File: src/reset_cause_defs.svh
// Register indexes, field positions and reset values of the reset cause block
`ifndef RESET_CAUSE_DEFS_SVH
`define RESET_CAUSE_DEFS_SVH

// ****************************************
// Register indexes (byte address is four times the index)
// ****************************************
`define CAUSE_IDX 16'hFE01
`define BREAK_CTRL_IDX 16'hFE03
`define IRQ_STATUS_IDX 16'hFE04
`define IRQ_MASK_IDX 16'hFE05

// ****************************************
// Field positions
// ****************************************
`define CAUSE_LSB 2
`define CAUSE_MSB 7
`define BCE_BIT 7
`define LANE0_STRB 0

// ****************************************
// Reset values
// ****************************************
`define CAUSE_POR_VAL 6'h20
`define CAUSE_NONE 6'h00
`define IRQ_MASK_RST 6'h00
`define BCE_RST 1'b0
`define PAD_LOW 2'h0
`define PAD_HIGH 24'h000000

`endif

File: src/reset_cause_pkg.sv
// Types shared by the reset cause and break flag control block
package reset_cause_pkg;

   // Six cause flags, power-on first; same layout for irq status and mask
   typedef struct packed {
      logic por;
      logic pin;
      logic wdog;
      logic bad_op;
      logic bad_fetch;
      logic uv;
   } cause_flags_t;

   // Register selected by an APB address
   typedef enum logic [2:0] {
      REG_NONE = 3'b000,
      REG_CAUSE = 3'b001,
      REG_BREAK = 3'b010,
      REG_IRQ_ST = 3'b011,
      REG_IRQ_MASK = 3'b100
   } reg_id_t;

   // Complete state of the register bank
   typedef struct packed {
      cause_flags_t cause;
      cause_flags_t rd_snap;
      cause_flags_t irq_st;
      cause_flags_t irq_mask;
      logic bce;
      logic pin_prev;
      logic uv_prev;
      logic rst_req;
      logic slverr;
      logic [31:0] rdata;
   } regs_state_t;

endpackage

File: src/flag_guard.sv
// Break-state gating of status flag clearing for peripheral flag channels
`timescale 1ns/10ps

module flag_guard #(
   parameter int N = 4
) (
   input wire logic clk,
   input wire logic rst_n,
   input wire logic in_break,
   input wire logic bce,
   input wire logic [N-1:0] clr_req,
   input wire logic [N-1:0] step1,
   input wire logic [N-1:0] step2,
   output logic [N-1:0] clr_grant,
   output logic [N-1:0] two_step_clr
);

   typedef struct packed {
      logic [N-1:0] armed;
   } guard_state_t;

   guard_state_t st_ff;
   guard_state_t nxt_st;
   logic allow;

   // Clearing allowed outside break, or in break with the enable set
   assign allow = ~in_break | bce;

   // Single-step clears pass only while allowed; a granted clear is final
   assign clr_grant = clr_req & {N{allow}};

   // Second step clears only an armed flag and only while allowed
   assign two_step_clr = step2 & st_ff.armed & {N{allow}};

   // Arming survives break; it is spent by a completed second step
   always_comb begin
      nxt_st = st_ff;
      for (int i = 0; i < N; i++) begin
         if (two_step_clr[i]) begin
            nxt_st.armed[i] = 1'b0;
         end else if (step1[i] && allow) begin
            nxt_st.armed[i] = 1'b1;
         end
      end
   end

   // State register
   always_ff @(posedge clk or negedge rst_n) begin
      if (!rst_n) begin
         st_ff <= '0;
      end else begin
         st_ff <= nxt_st;
      end
   end

endmodule

File: src/reset_cause_and_break_flag_regs.sv
// Reset cause register, break flag control register, irq and APB slave
//
// The APB slave port was left to the implementer.
`timescale 1ns/10ps
`include "reset_cause_defs.svh"

module reset_cause_and_break_flag_regs #(
   parameter int FLAG_CH = 4
) (
   input wire logic pclk,
   input wire logic presetn,
   input wire logic psel,
   input wire logic penable,
   input wire logic pwrite,
   input wire logic [31:0] paddr,
   input wire logic [31:0] pwdata,
   input wire logic [3:0] pstrb,
   output logic pready,
   output logic [31:0] prdata,
   output logic pslverr,
   input wire logic ext_rst_pin,
   input wire logic undervolt_in,
   input wire logic wdog_rst_pulse,
   input wire logic bad_opcode_pulse,
   input wire logic bad_addr_pulse,
   input wire logic bad_addr_fetch,
   input wire logic in_break,
   input wire logic [FLAG_CH-1:0] flag_clr_req,
   input wire logic [FLAG_CH-1:0] flag_step1,
   input wire logic [FLAG_CH-1:0] flag_step2,
   output logic [FLAG_CH-1:0] flag_clr_grant,
   output logic [FLAG_CH-1:0] flag_two_step_clr,
   output logic break_clear_enable,
   output logic core_rst_req,
   output logic irq
);

   // ****************************************
   // Declarations
   // ****************************************
   reset_cause_pkg::regs_state_t st_ff;
   reset_cause_pkg::regs_state_t nxt_st;
   reset_cause_pkg::cause_flags_t ev;
   reset_cause_pkg::cause_flags_t cause_clr;
   reset_cause_pkg::cause_flags_t irq_clr;
   reset_cause_pkg::cause_flags_t wr_flags;
   reset_cause_pkg::reg_id_t setup_id;
   reset_cause_pkg::reg_id_t acc_id;
   logic [1:0] async_lvl;
   logic pin_lvl;
   logic uv_lvl;
   logic setup_ph;
   logic acc_ph;
   logic wr_acc;
   logic rd_acc;
   logic rd_setup;
   logic lane0;

   // ****************************************
   // Functions
   // ****************************************

   // Byte address of a register index
   function automatic logic [31:0] addr_of(input logic [15:0] idx);
      addr_of = {14'h0000, idx, 2'b00};
   endfunction

   // Address decode, used in setup and access phases
   function automatic reset_cause_pkg::reg_id_t decode(input logic [31:0] a);
      if (a == addr_of(`CAUSE_IDX)) begin
         decode = reset_cause_pkg::REG_CAUSE;
      end else if (a == addr_of(`BREAK_CTRL_IDX)) begin
         decode = reset_cause_pkg::REG_BREAK;
      end else if (a == addr_of(`IRQ_STATUS_IDX)) begin
         decode = reset_cause_pkg::REG_IRQ_ST;
      end else if (a == addr_of(`IRQ_MASK_IDX)) begin
         decode = reset_cause_pkg::REG_IRQ_MASK;
      end else begin
         decode = reset_cause_pkg::REG_NONE;
      end
   endfunction

   // Place a six-flag field in the low byte of a read word
   function automatic logic [31:0] flags_word(input reset_cause_pkg::cause_flags_t f);
      flags_word = {`PAD_HIGH, f, `PAD_LOW};
   endfunction

   // Read value of a register
   function automatic logic [31:0] read_word(
      input reset_cause_pkg::reg_id_t id,
      input reset_cause_pkg::regs_state_t s
   );
      logic [31:0] w;
      w = '0;
      case (id)
         reset_cause_pkg::REG_CAUSE: begin
            w = flags_word(s.cause);
         end
         reset_cause_pkg::REG_BREAK: begin
            w[`BCE_BIT] = s.bce;
         end
         reset_cause_pkg::REG_IRQ_ST: begin
            w = flags_word(s.irq_st);
         end
         reset_cause_pkg::REG_IRQ_MASK: begin
            w = flags_word(s.irq_mask);
         end
         default: begin
            w = '0;
         end
      endcase
      read_word = w;
   endfunction

   // ****************************************
   // Asynchronous reset source inputs
   // ****************************************

   // External pin and low-voltage detector come from outside the clock
   sync3 #(
      .W(2)
   ) u_sync (
      .clk(pclk),
      .rst_n(presetn),
      .d({ext_rst_pin, undervolt_in}),
      .q(async_lvl)
   );

   assign pin_lvl = async_lvl[1];
   assign uv_lvl = async_lvl[0];

   // Cause events; power-on is taken only by the asynchronous reset
   always_comb begin
      ev = '0;
      ev.pin = pin_lvl & ~st_ff.pin_prev;
      ev.wdog = wdog_rst_pulse;
      ev.bad_op = bad_opcode_pulse;
      ev.bad_fetch = bad_addr_pulse & bad_addr_fetch;
      ev.uv = uv_lvl & ~st_ff.uv_prev;
   end

   // ****************************************
   // APB phase decode
   // ****************************************

   // Setup captures read data, access completes with zero wait states
   assign setup_ph = psel & ~penable;
   assign acc_ph = psel & penable;
   assign rd_setup = setup_ph & ~pwrite;
   assign wr_acc = acc_ph & pwrite;
   assign rd_acc = acc_ph & ~pwrite;
   assign lane0 = pstrb[`LANE0_STRB];
   assign setup_id = decode(paddr);
   assign acc_id = decode(paddr);
   assign wr_flags = pwdata[`CAUSE_MSB:`CAUSE_LSB];

   // Clear masks from reads and writes
   always_comb begin
      cause_clr = '0;
      irq_clr = '0;
      if (rd_acc && acc_id == reset_cause_pkg::REG_CAUSE) begin
         cause_clr = st_ff.rd_snap;
      end
      if (wr_acc && lane0 && acc_id == reset_cause_pkg::REG_IRQ_ST) begin
         irq_clr = wr_flags;
      end
   end

   // ****************************************
   // Next-state logic
   // ****************************************
   always_comb begin
      nxt_st = st_ff;
      nxt_st.pin_prev = pin_lvl;
      nxt_st.uv_prev = uv_lvl;
      nxt_st.rst_req = |ev;

      // Read data and error captured in the setup phase
      if (setup_ph) begin
         nxt_st.rdata = '0;
         nxt_st.slverr = (setup_id == reset_cause_pkg::REG_NONE);
         if (rd_setup) begin
            nxt_st.rdata = read_word(setup_id, st_ff);
         end
         if (rd_setup && setup_id == reset_cause_pkg::REG_CAUSE) begin
            nxt_st.rd_snap = st_ff.cause;
         end else begin
            nxt_st.rd_snap = '0;
         end
      end

      // Only what the read returned is cleared; a new event wins
      nxt_st.cause = (st_ff.cause & ~cause_clr) | ev;

      // Sticky irq status, write one to clear, set wins
      nxt_st.irq_st = (st_ff.irq_st & ~irq_clr) | ev;

      // Register writes
      if (wr_acc && lane0) begin
         if (acc_id == reset_cause_pkg::REG_BREAK) begin
            nxt_st.bce = pwdata[`BCE_BIT];
         end else if (acc_id == reset_cause_pkg::REG_IRQ_MASK) begin
            nxt_st.irq_mask = wr_flags;
         end
      end
   end

   // ****************************************
   // State register
   // ****************************************

   // Power-on leaves only the power-on flag set
   always_ff @(posedge pclk or negedge presetn) begin
      if (!presetn) begin
         st_ff.cause <= `CAUSE_POR_VAL;
         st_ff.rd_snap <= `CAUSE_NONE;
         st_ff.irq_st <= `CAUSE_POR_VAL;
         st_ff.irq_mask <= `IRQ_MASK_RST;
         st_ff.bce <= `BCE_RST;
         st_ff.pin_prev <= 1'b0;
         st_ff.uv_prev <= 1'b0;
         st_ff.rst_req <= 1'b0;
         st_ff.slverr <= 1'b0;
         st_ff.rdata <= '0;
      end else begin
         st_ff <= nxt_st;
      end
   end

   // ****************************************
   // Break flag protection
   // ****************************************
   flag_guard #(
      .N(FLAG_CH)
   ) u_guard (
      .clk(pclk),
      .rst_n(presetn),
      .in_break(in_break),
      .bce(st_ff.bce),
      .clr_req(flag_clr_req),
      .step1(flag_step1),
      .step2(flag_step2),
      .clr_grant(flag_clr_grant),
      .two_step_clr(flag_two_step_clr)
   );

   // ****************************************
   // Outputs
   // ****************************************

   // APB answer
   assign pready = acc_ph;
   assign prdata = st_ff.rdata;
   assign pslverr = acc_ph & st_ff.slverr;

   // Status and control outputs
   assign break_clear_enable = st_ff.bce;
   assign core_rst_req = st_ff.rst_req;
   assign irq = |(st_ff.irq_st & st_ff.irq_mask);

endmodule

File: src/sync3.sv
// Three-stage synchroniser with agreement filter for asynchronous levels
`timescale 1ns/10ps

module sync3 #(
   parameter int W = 2
) (
   input wire logic clk,
   input wire logic rst_n,
   input wire logic [W-1:0] d,
   output logic [W-1:0] q
);

   typedef struct packed {
      logic [W-1:0] s1;
      logic [W-1:0] s2;
      logic [W-1:0] s3;
      logic [W-1:0] lvl;
   } sync_state_t;

   sync_state_t st_ff;
   sync_state_t nxt_st;

   // Shift chain; level follows once stages two and three agree
   always_comb begin
      nxt_st = st_ff;
      nxt_st.s1 = d;
      nxt_st.s2 = st_ff.s1;
      nxt_st.s3 = st_ff.s2;
      for (int i = 0; i < W; i++) begin
         if (st_ff.s2[i] == st_ff.s3[i]) begin
            nxt_st.lvl[i] = st_ff.s3[i];
         end
      end
   end

   // State register
   always_ff @(posedge clk or negedge rst_n) begin
      if (!rst_n) begin
         st_ff <= '0;
      end else begin
         st_ff <= nxt_st;
      end
   end

   assign q = st_ff.lvl;

endmodule

File: config.mk
export PLATFORM = sky130hd
export DESIGN_NAME = reset_cause_and_break_flag_regs
export DESIGN_NICKNAME = d
export VERILOG_FILES = /design/src/reset_cause_pkg.sv /design/src/flag_guard.sv /design/src/reset_cause_and_break_flag_regs.sv /design/src/sync3.sv
export VERILOG_INCLUDE_DIRS = /design/src /design/src/src
export SDC_FILE = /design/constraint.sdc
export NUM_CORES = 1
export LEC_CHECK = 0
export ABC_CLOCK_PERIOD_IN_PS = 1610
export BUFFER_PORTS_ARGS = -buffer_cell sky130_fd_sc_hd__buf_2
export CAP_MARGIN = 0
export CORE_UTILIZATION = 44
export CTS_CLUSTER_SIZE = 25
export DETAILED_ROUTE_END_ITERATION = 10
export HOLD_SLACK_MARGIN = 0.08
export PLACE_DENSITY = 0.87
export SLEW_MARGIN = 20
export SYNTH_ARGS = -nofsm -noshare
export SYNTH_HDL_FRONTEND = slang
export SYNTH_SLANG_ARGS = --single-unit
File: constraint.sdc
create_clock -name pclk -period 1.61 [get_ports pclk]
set_input_delay 0.322 -clock pclk [delete_from_list [all_inputs] [get_ports pclk]]
set_output_delay 0.322 -clock pclk [all_outputs]
set_load 0.02 [all_outputs]
# [Word-level counts from Yosys, hierarchy flattened]
# Index checks and enable logic that the tools add are counted.
[totals] reg_bits=73 latch_bits=0 ram_bits=0 rom_bits=0 in_bits=92 out_inout_bits=45 wordCells=110 mem_count=0
[op_classes] addsub=0 multipliers=0 div_mod_pow=0 n_lt_le_gt_ge=0 n_eq_ne=10 n_shift=0 mux=18 bitwise=26 n_reduce_logical=17
[op_table] operator="== test 32 x 18 -> 1 bit (second input constant)" count=4
[op_table] operator="case mux 7 bit (3 select lines)" count=1
[op_table] operator="bitwise AND 6 bit" count=3
[op_table] operator="two-way mux 6 bit" count=3
[op_table] operator="bitwise AND 4 bit" count=3
[op_table] operator="two-way mux 3 bit" count=4
[op_table] operator="NOT 6 bit" count=2
[op_table] operator="bitwise OR 6 x 5 -> 6 bit" count=2
[op_table] operator="bitwise AND 1 bit" count=9
[op_table] operator="logical AND 1 bit" count=8
[op_table] operator="two-way mux 1 bit" count=8
[op_table] operator="two-way mux 8 bit" count=1
[op_table] operator="nonzero test 2 bit" count=4
[op_table] operator="== test 3 x 2 -> 1 bit (second input constant)" count=2
[op_table] operator="NOT 1 bit" count=6
[op_table] operator="OR reduction 6 bit" count=1
[op_table] operator="OR reduction 5 bit" count=1
[op_table] operator="case mux 1 bit (4 select lines)" count=1
[op_table] operator="== test 3 x 1 -> 1 bit (second input constant)" count=1
[op_table] operator="== test 3 bit (second input constant)" count=1
[op_table] operator="logical NOT 3 bit" count=1
[op_table] operator="AND reduction 3 bit" count=1
[op_table] operator="== test 1 bit" count=2
[op_table] operator="AND reduction 2 bit" count=1
[op_table] operator="bitwise OR 1 bit" count=1

# [Depth between registers and ports, before layout]
[depth] ltp_word=11 depth_mapped=6

# [Hierarchy]
# From an unflattened synthesis, not the netlist that was laid out.
[unflattened] hier_cells=221 hier_area_um2=2422.3
[by_module_without_submodules] mod="reset_cause_and_break_flag_regs" n_inst=1 cells_per_inst=183 area_per_inst_um2=1931.9
[by_module_without_submodules] mod="flag_guard" n_inst=1 cells_per_inst=26 area_per_inst_um2=252.7
[by_module_without_submodules] mod="sync3" n_inst=1 cells_per_inst=12 area_per_inst_um2=237.7

# [Least setup slack after synthesis]
# OpenSTA, ideal clock, no wires.
[synth_timing] path_type="input to register" startpoint="in paddr[23]" endpoint="reg st_ff[48] (netlist bit)" setup_ns=0.086 arrival_ns=1.670 required_ns=1.524 setup_slack_ns=-0.146 cell_stages=6 path_buffers=2 path_cell_list="nor4_2 -> nand4_2 -> buf_6 -> or2_1 -> buf_6 -> o41a_1"
[synth_lines] element="from (decl)" line_no="reset_cause_and_break_flag_regs.sv:15" rtl="input wire logic [31:0] paddr,"
[synth_lines] element="to (signal assigned)" line_no="reset_cause_and_break_flag_regs.sv:226" rtl="st_ff <= nxt_st;"
[synth_lines] element="to (decl)" line_no="reset_cause_and_break_flag_regs.sv:41" rtl="reset_cause_pkg::regs_state_t st_ff;"

# [Worst setup path after layout]
[layout_timing] startpoint="in paddr[10]" endpoint="reg break_clear_enable (netlist name)"
[layout_between] elab_chain_cells=7 word_cells_on_any_way=10 classes_between="5 x eq/ne; 4 x mux; 1 x reduce/logical"
[layout_lines] element="== test 32 x 18 -> 1 bit" line_no="reset_cause_and_break_flag_regs.sv:76" rtl="end else if (a == addr_of(`IRQ_MASK_IDX)) begin"
[layout_lines] element="two-way mux 3 bit" line_no="reset_cause_and_break_flag_regs.sv:76"
[layout_lines] element="two-way mux 3 bit" line_no="reset_cause_and_break_flag_regs.sv:74" rtl="end else if (a == addr_of(`IRQ_STATUS_IDX)) begin"
[layout_lines] element="two-way mux 3 bit" line_no="reset_cause_and_break_flag_regs.sv:72" rtl="end else if (a == addr_of(`BREAK_CTRL_IDX)) begin"
[layout_lines] element="two-way mux 3 bit (*)" line_no="reset_cause_and_break_flag_regs.sv:70" rtl="if (a == addr_of(`CAUSE_IDX)) begin"
[layout_lines] element="== test 3 x 2 -> 1 bit (*)" line_no="reset_cause_and_break_flag_regs.sv:200" rtl="if (acc_id == reset_cause_pkg::REG_BREAK) begin"
[layout_lines] element="AND reduction 2 bit (no source line) (*)"
# Every way passes the cells marked *; elsewhere a longest branch is shown, timed or not.
# A chain may end at the register's enable or synchronous reset.

==> metrics.md <==
| Metric | Value |
|---|---|
| Outcome | complete, no violations |
| Initial antenna violation count | 0 |
| Post-synthesis instance total | approximately 240 |
| CTS Sinks | 47 |
| Leak | 1.58 nW |
| Syn Area/Cell | 10.2 um^2 |
| Clock slew at reported path FFs | 90 ps |
| Die H | 76.6 um |
| Clk root buf | clkbuf_8 |
| Final Power | roughly 0.0026 W |
| VDD IR max | approximately 0.49 mV |
| #FFs+latches synth | between 40 and 50 |
| Drt pass-1 iters | 4 |
| GRT Overall Usage | roughly 20% |
| Tmin final | around 1600 ps |
| Final core occ | 59.9% |
| Vias in the first global route | ~2,100 |
| Power per Cell Area | between 800 and 900 nW/um^2 |
| Skew final | between 10 and 15 ps |
| Final #Nets | around 430 |
| Yosys warns | 0 |
| Detailed Place HPWL | ~4500 um |
| Core area | about 5200 um^2 |
| Sequential area share after synthesis | around half |
| Maxcap violations | 0 |
| Residual DRC | 0 |
| Placement Rows | 26 |
| Post-synth cell types | 39 |
| Setup WS post-layout | roughly 15 ps |
| Initial core utilization | a little under half |
| Synth top area share | a little under half |
| Hold Crit Class | input pin to flop |
| Post-Syn Area | around 2500 um^2 |
| WL/cell | roughly 14 um |
| Crit end category | flop |
| Final GP Congestion | slightly above 0.8 |
| Layout area overhead | 28.0% |
| EDFF count, synth | 0 |
| Ys flop type | dfrtp_1 |
| Largest net degree at the start of global routing | 22 |
| Worst Path Max Fanout | 5 |
| Final setup vio count | 0 |
| Worst EP arrival | between 1500 and 2000 ps |
| CP Launch Type | input pin |
| First-pass GRT wire length | ~9300 um |
| CTS max path bufs | 2 |
| Post-Place Worst Slack | -236 ps |
| Port Buffers | between 80 and 90 |
| Drt total wl | between 5000 and 6000 um |
| TritonCTS clock tree | yes |
| Die area | between 5000 and 6000 um^2 |
| Clock latency at the later pin of the worst-skew pair | approximately 300 ps |
| Final hold violations | 0 |
| Area leader, netlist | dfrtp_1 |
| Via/cell ratio | between 5 and 6 |
| DR vias | 2,132 |
| Max frequency | 627 MHz |
| ANT cells | 0 |
| Starting DRT DRC Count | ~140 |
| Top post-synthesis cells by area | dfrtp_1 (46%), buf_4 (9.8%), a22o_1 (3.9%) |
| Die Wd | 76.6 um |
| Setup Crit Path Kind | input pin to flop |
| CTS H-tree lvls | 2 |
| CTS Buf Count | 5 |
| WP data required | 1810 ps |
| Ys async rst share | between 90% and 100% |
| Final antenna-violating net count | 0 |
| Final worst-path cycle share | between 90% and 100% |
| GRT Residual Overflow | 0 |
| Number of primary I/O pins | roughly 140 |
| Final Max Slew Viols | 0 |
| Share of cells above drive strength 1 | around 40% |
[layer usage]
layer	track usage (%)	wire [um]	up-vias
li1	-	-	994
met1	22.4	2220	1020
met2	36.2	3060	98
met3	3.71	318	20
met4	10.4	183	0
met5	0	0	-
[layout by cell type, fill, tap and decap left out, types with 2 or more instances in the layout]
cell type and count:
a22o_1 11, a22oi_1 7, a31oi_1 6, and2_1 5, and3_1 4, and4b_1 2
buf_2 81, buf_4 25, bufinv_16 2, clkbuf_8 5, conb_1 26, dfrtp_1 45
dfstp_2 2, inv_1 10, maj3_1 2, mux2_2 8, nand2_1 24, nand2b_1 3
nand3_1 7, nor2_1 11, nor2b_1 5, nor3_1 3, nor3_2 2, nor4_1 5
nor4_2 3, nor4_4 3, o21ai_0 11, o31ai_1 6
[report_power, final]
group          switching (W)  leakage [nW]  total, W  internal, W
Clock               0.000380        0.0654   0.00100     0.000620
Combinational       0.000216         0.953  0.000359     0.000142
Sequential         0.0000245         0.560   0.00125      0.00122
[per-stage QoR]
step / std cells / TNS, ps / instance area (um^2) / hold WS, ps
finish: 410 / 0 / 3140 / 124
global route: 410 / -625 / 3140 / 111
CTS: 407 / 0 / 3110 / 119
detailed placement: 396 / -4720 / 2940 / 306
global placement: 396 / -3870 / 2940 / 298
floorplan: 266 / -508 / 2590 / 26.4
[state kept, by name (all words and copies together), names as in the netlist]
| signal | cells |
|---|---|
| break_clear_enable | 1 |
| core_rst_req | 1 |
| prdata | 6 |
| st_ff | 27 |
| u_guard.st_ff | 4 |
| u_sync.nxt_st | 4 |
| u_sync.q | 2 |
| u_sync.st_ff | 2 |
[what timing repair did]
action	in CTS	in global routing
hold endpoints to repair	17	0
setup buffers	2	3
setup endpoints to repair	8	5
gates resized for setup	2	2
hold buffers	1	0
pin swaps	0	0
[cell type report]
class                   instances  area, um^2
multi-input cells             168        1100
well taps                      70        87.6
flip-flops and latches         47        1180
inverters                      10        37.5
repair buffers                107         603
clock inverters                 2        60.1
fillers                       436        2100
clock buffers                   6        72.6
[Yosys cell counts, types with 2 or more instances]
cell type  instances
a22o_1            11
inv_1             10
buf_4             32
clkbuf_1           5
nand3_1            7
o31ai_1            6
nor3_1             4
nand2_1           24
o21ai_0           11
nor4_1             7
and2_1             5
nor2b_1            5
nor2_1            11
and3_1             5
nor4_2             3
nand2b_1           4
mux2_2             8
a31oi_1            6
a22oi_1            8
buf_2              2
dfrtp_1           45
and4b_1            2
buf_6              2
maj3_1             2
dfstp_2            2
[cell families (layout without fill, tap and decap cells)]
group	after synthesis	after routing	synth area share (%)
compound gates	45	45	13.1
fa+ha+maj	2	2	0.817
buf+inv	51	125	13.4
flops	47	47	48.1
mux	9	9	4.08
other cells	1	26	0.153
simple gates	86	86	20.4
[worst max-delay path, stage by stage]
cell and delay [ps]:
buf_2 100, nor4bb_1 320, nand3_1 190, buf_4 200
nor4_2 290, mux2_2 360
[final timing paths]
check	startpoint	end	slack (ps)	depth (start not counted)
max	paddr[10]	break_clear_enable$_DFFE_PN0P_	20	6
min	undervolt_in	u_sync.nxt_st[4]$_DFF_PN0_	120	1
max reg2reg	break_clear_enable$_DFFE_PN0P_	prdata[7]$_DFFE_PN0P_	300	5
min reg2reg	u_sync.nxt_st[4]$_DFF_PN0_	u_sync.nxt_st[2]$_DFF_PN0_	350	0
max in group asynchronous	presetn	st_ff[55]$_DFF_PN0_	530	3
min in group asynchronous	presetn	st_ff[52]$_DFFE_PN0P_	500	2
Note: power is estimated with default switching activity, not from simulation.
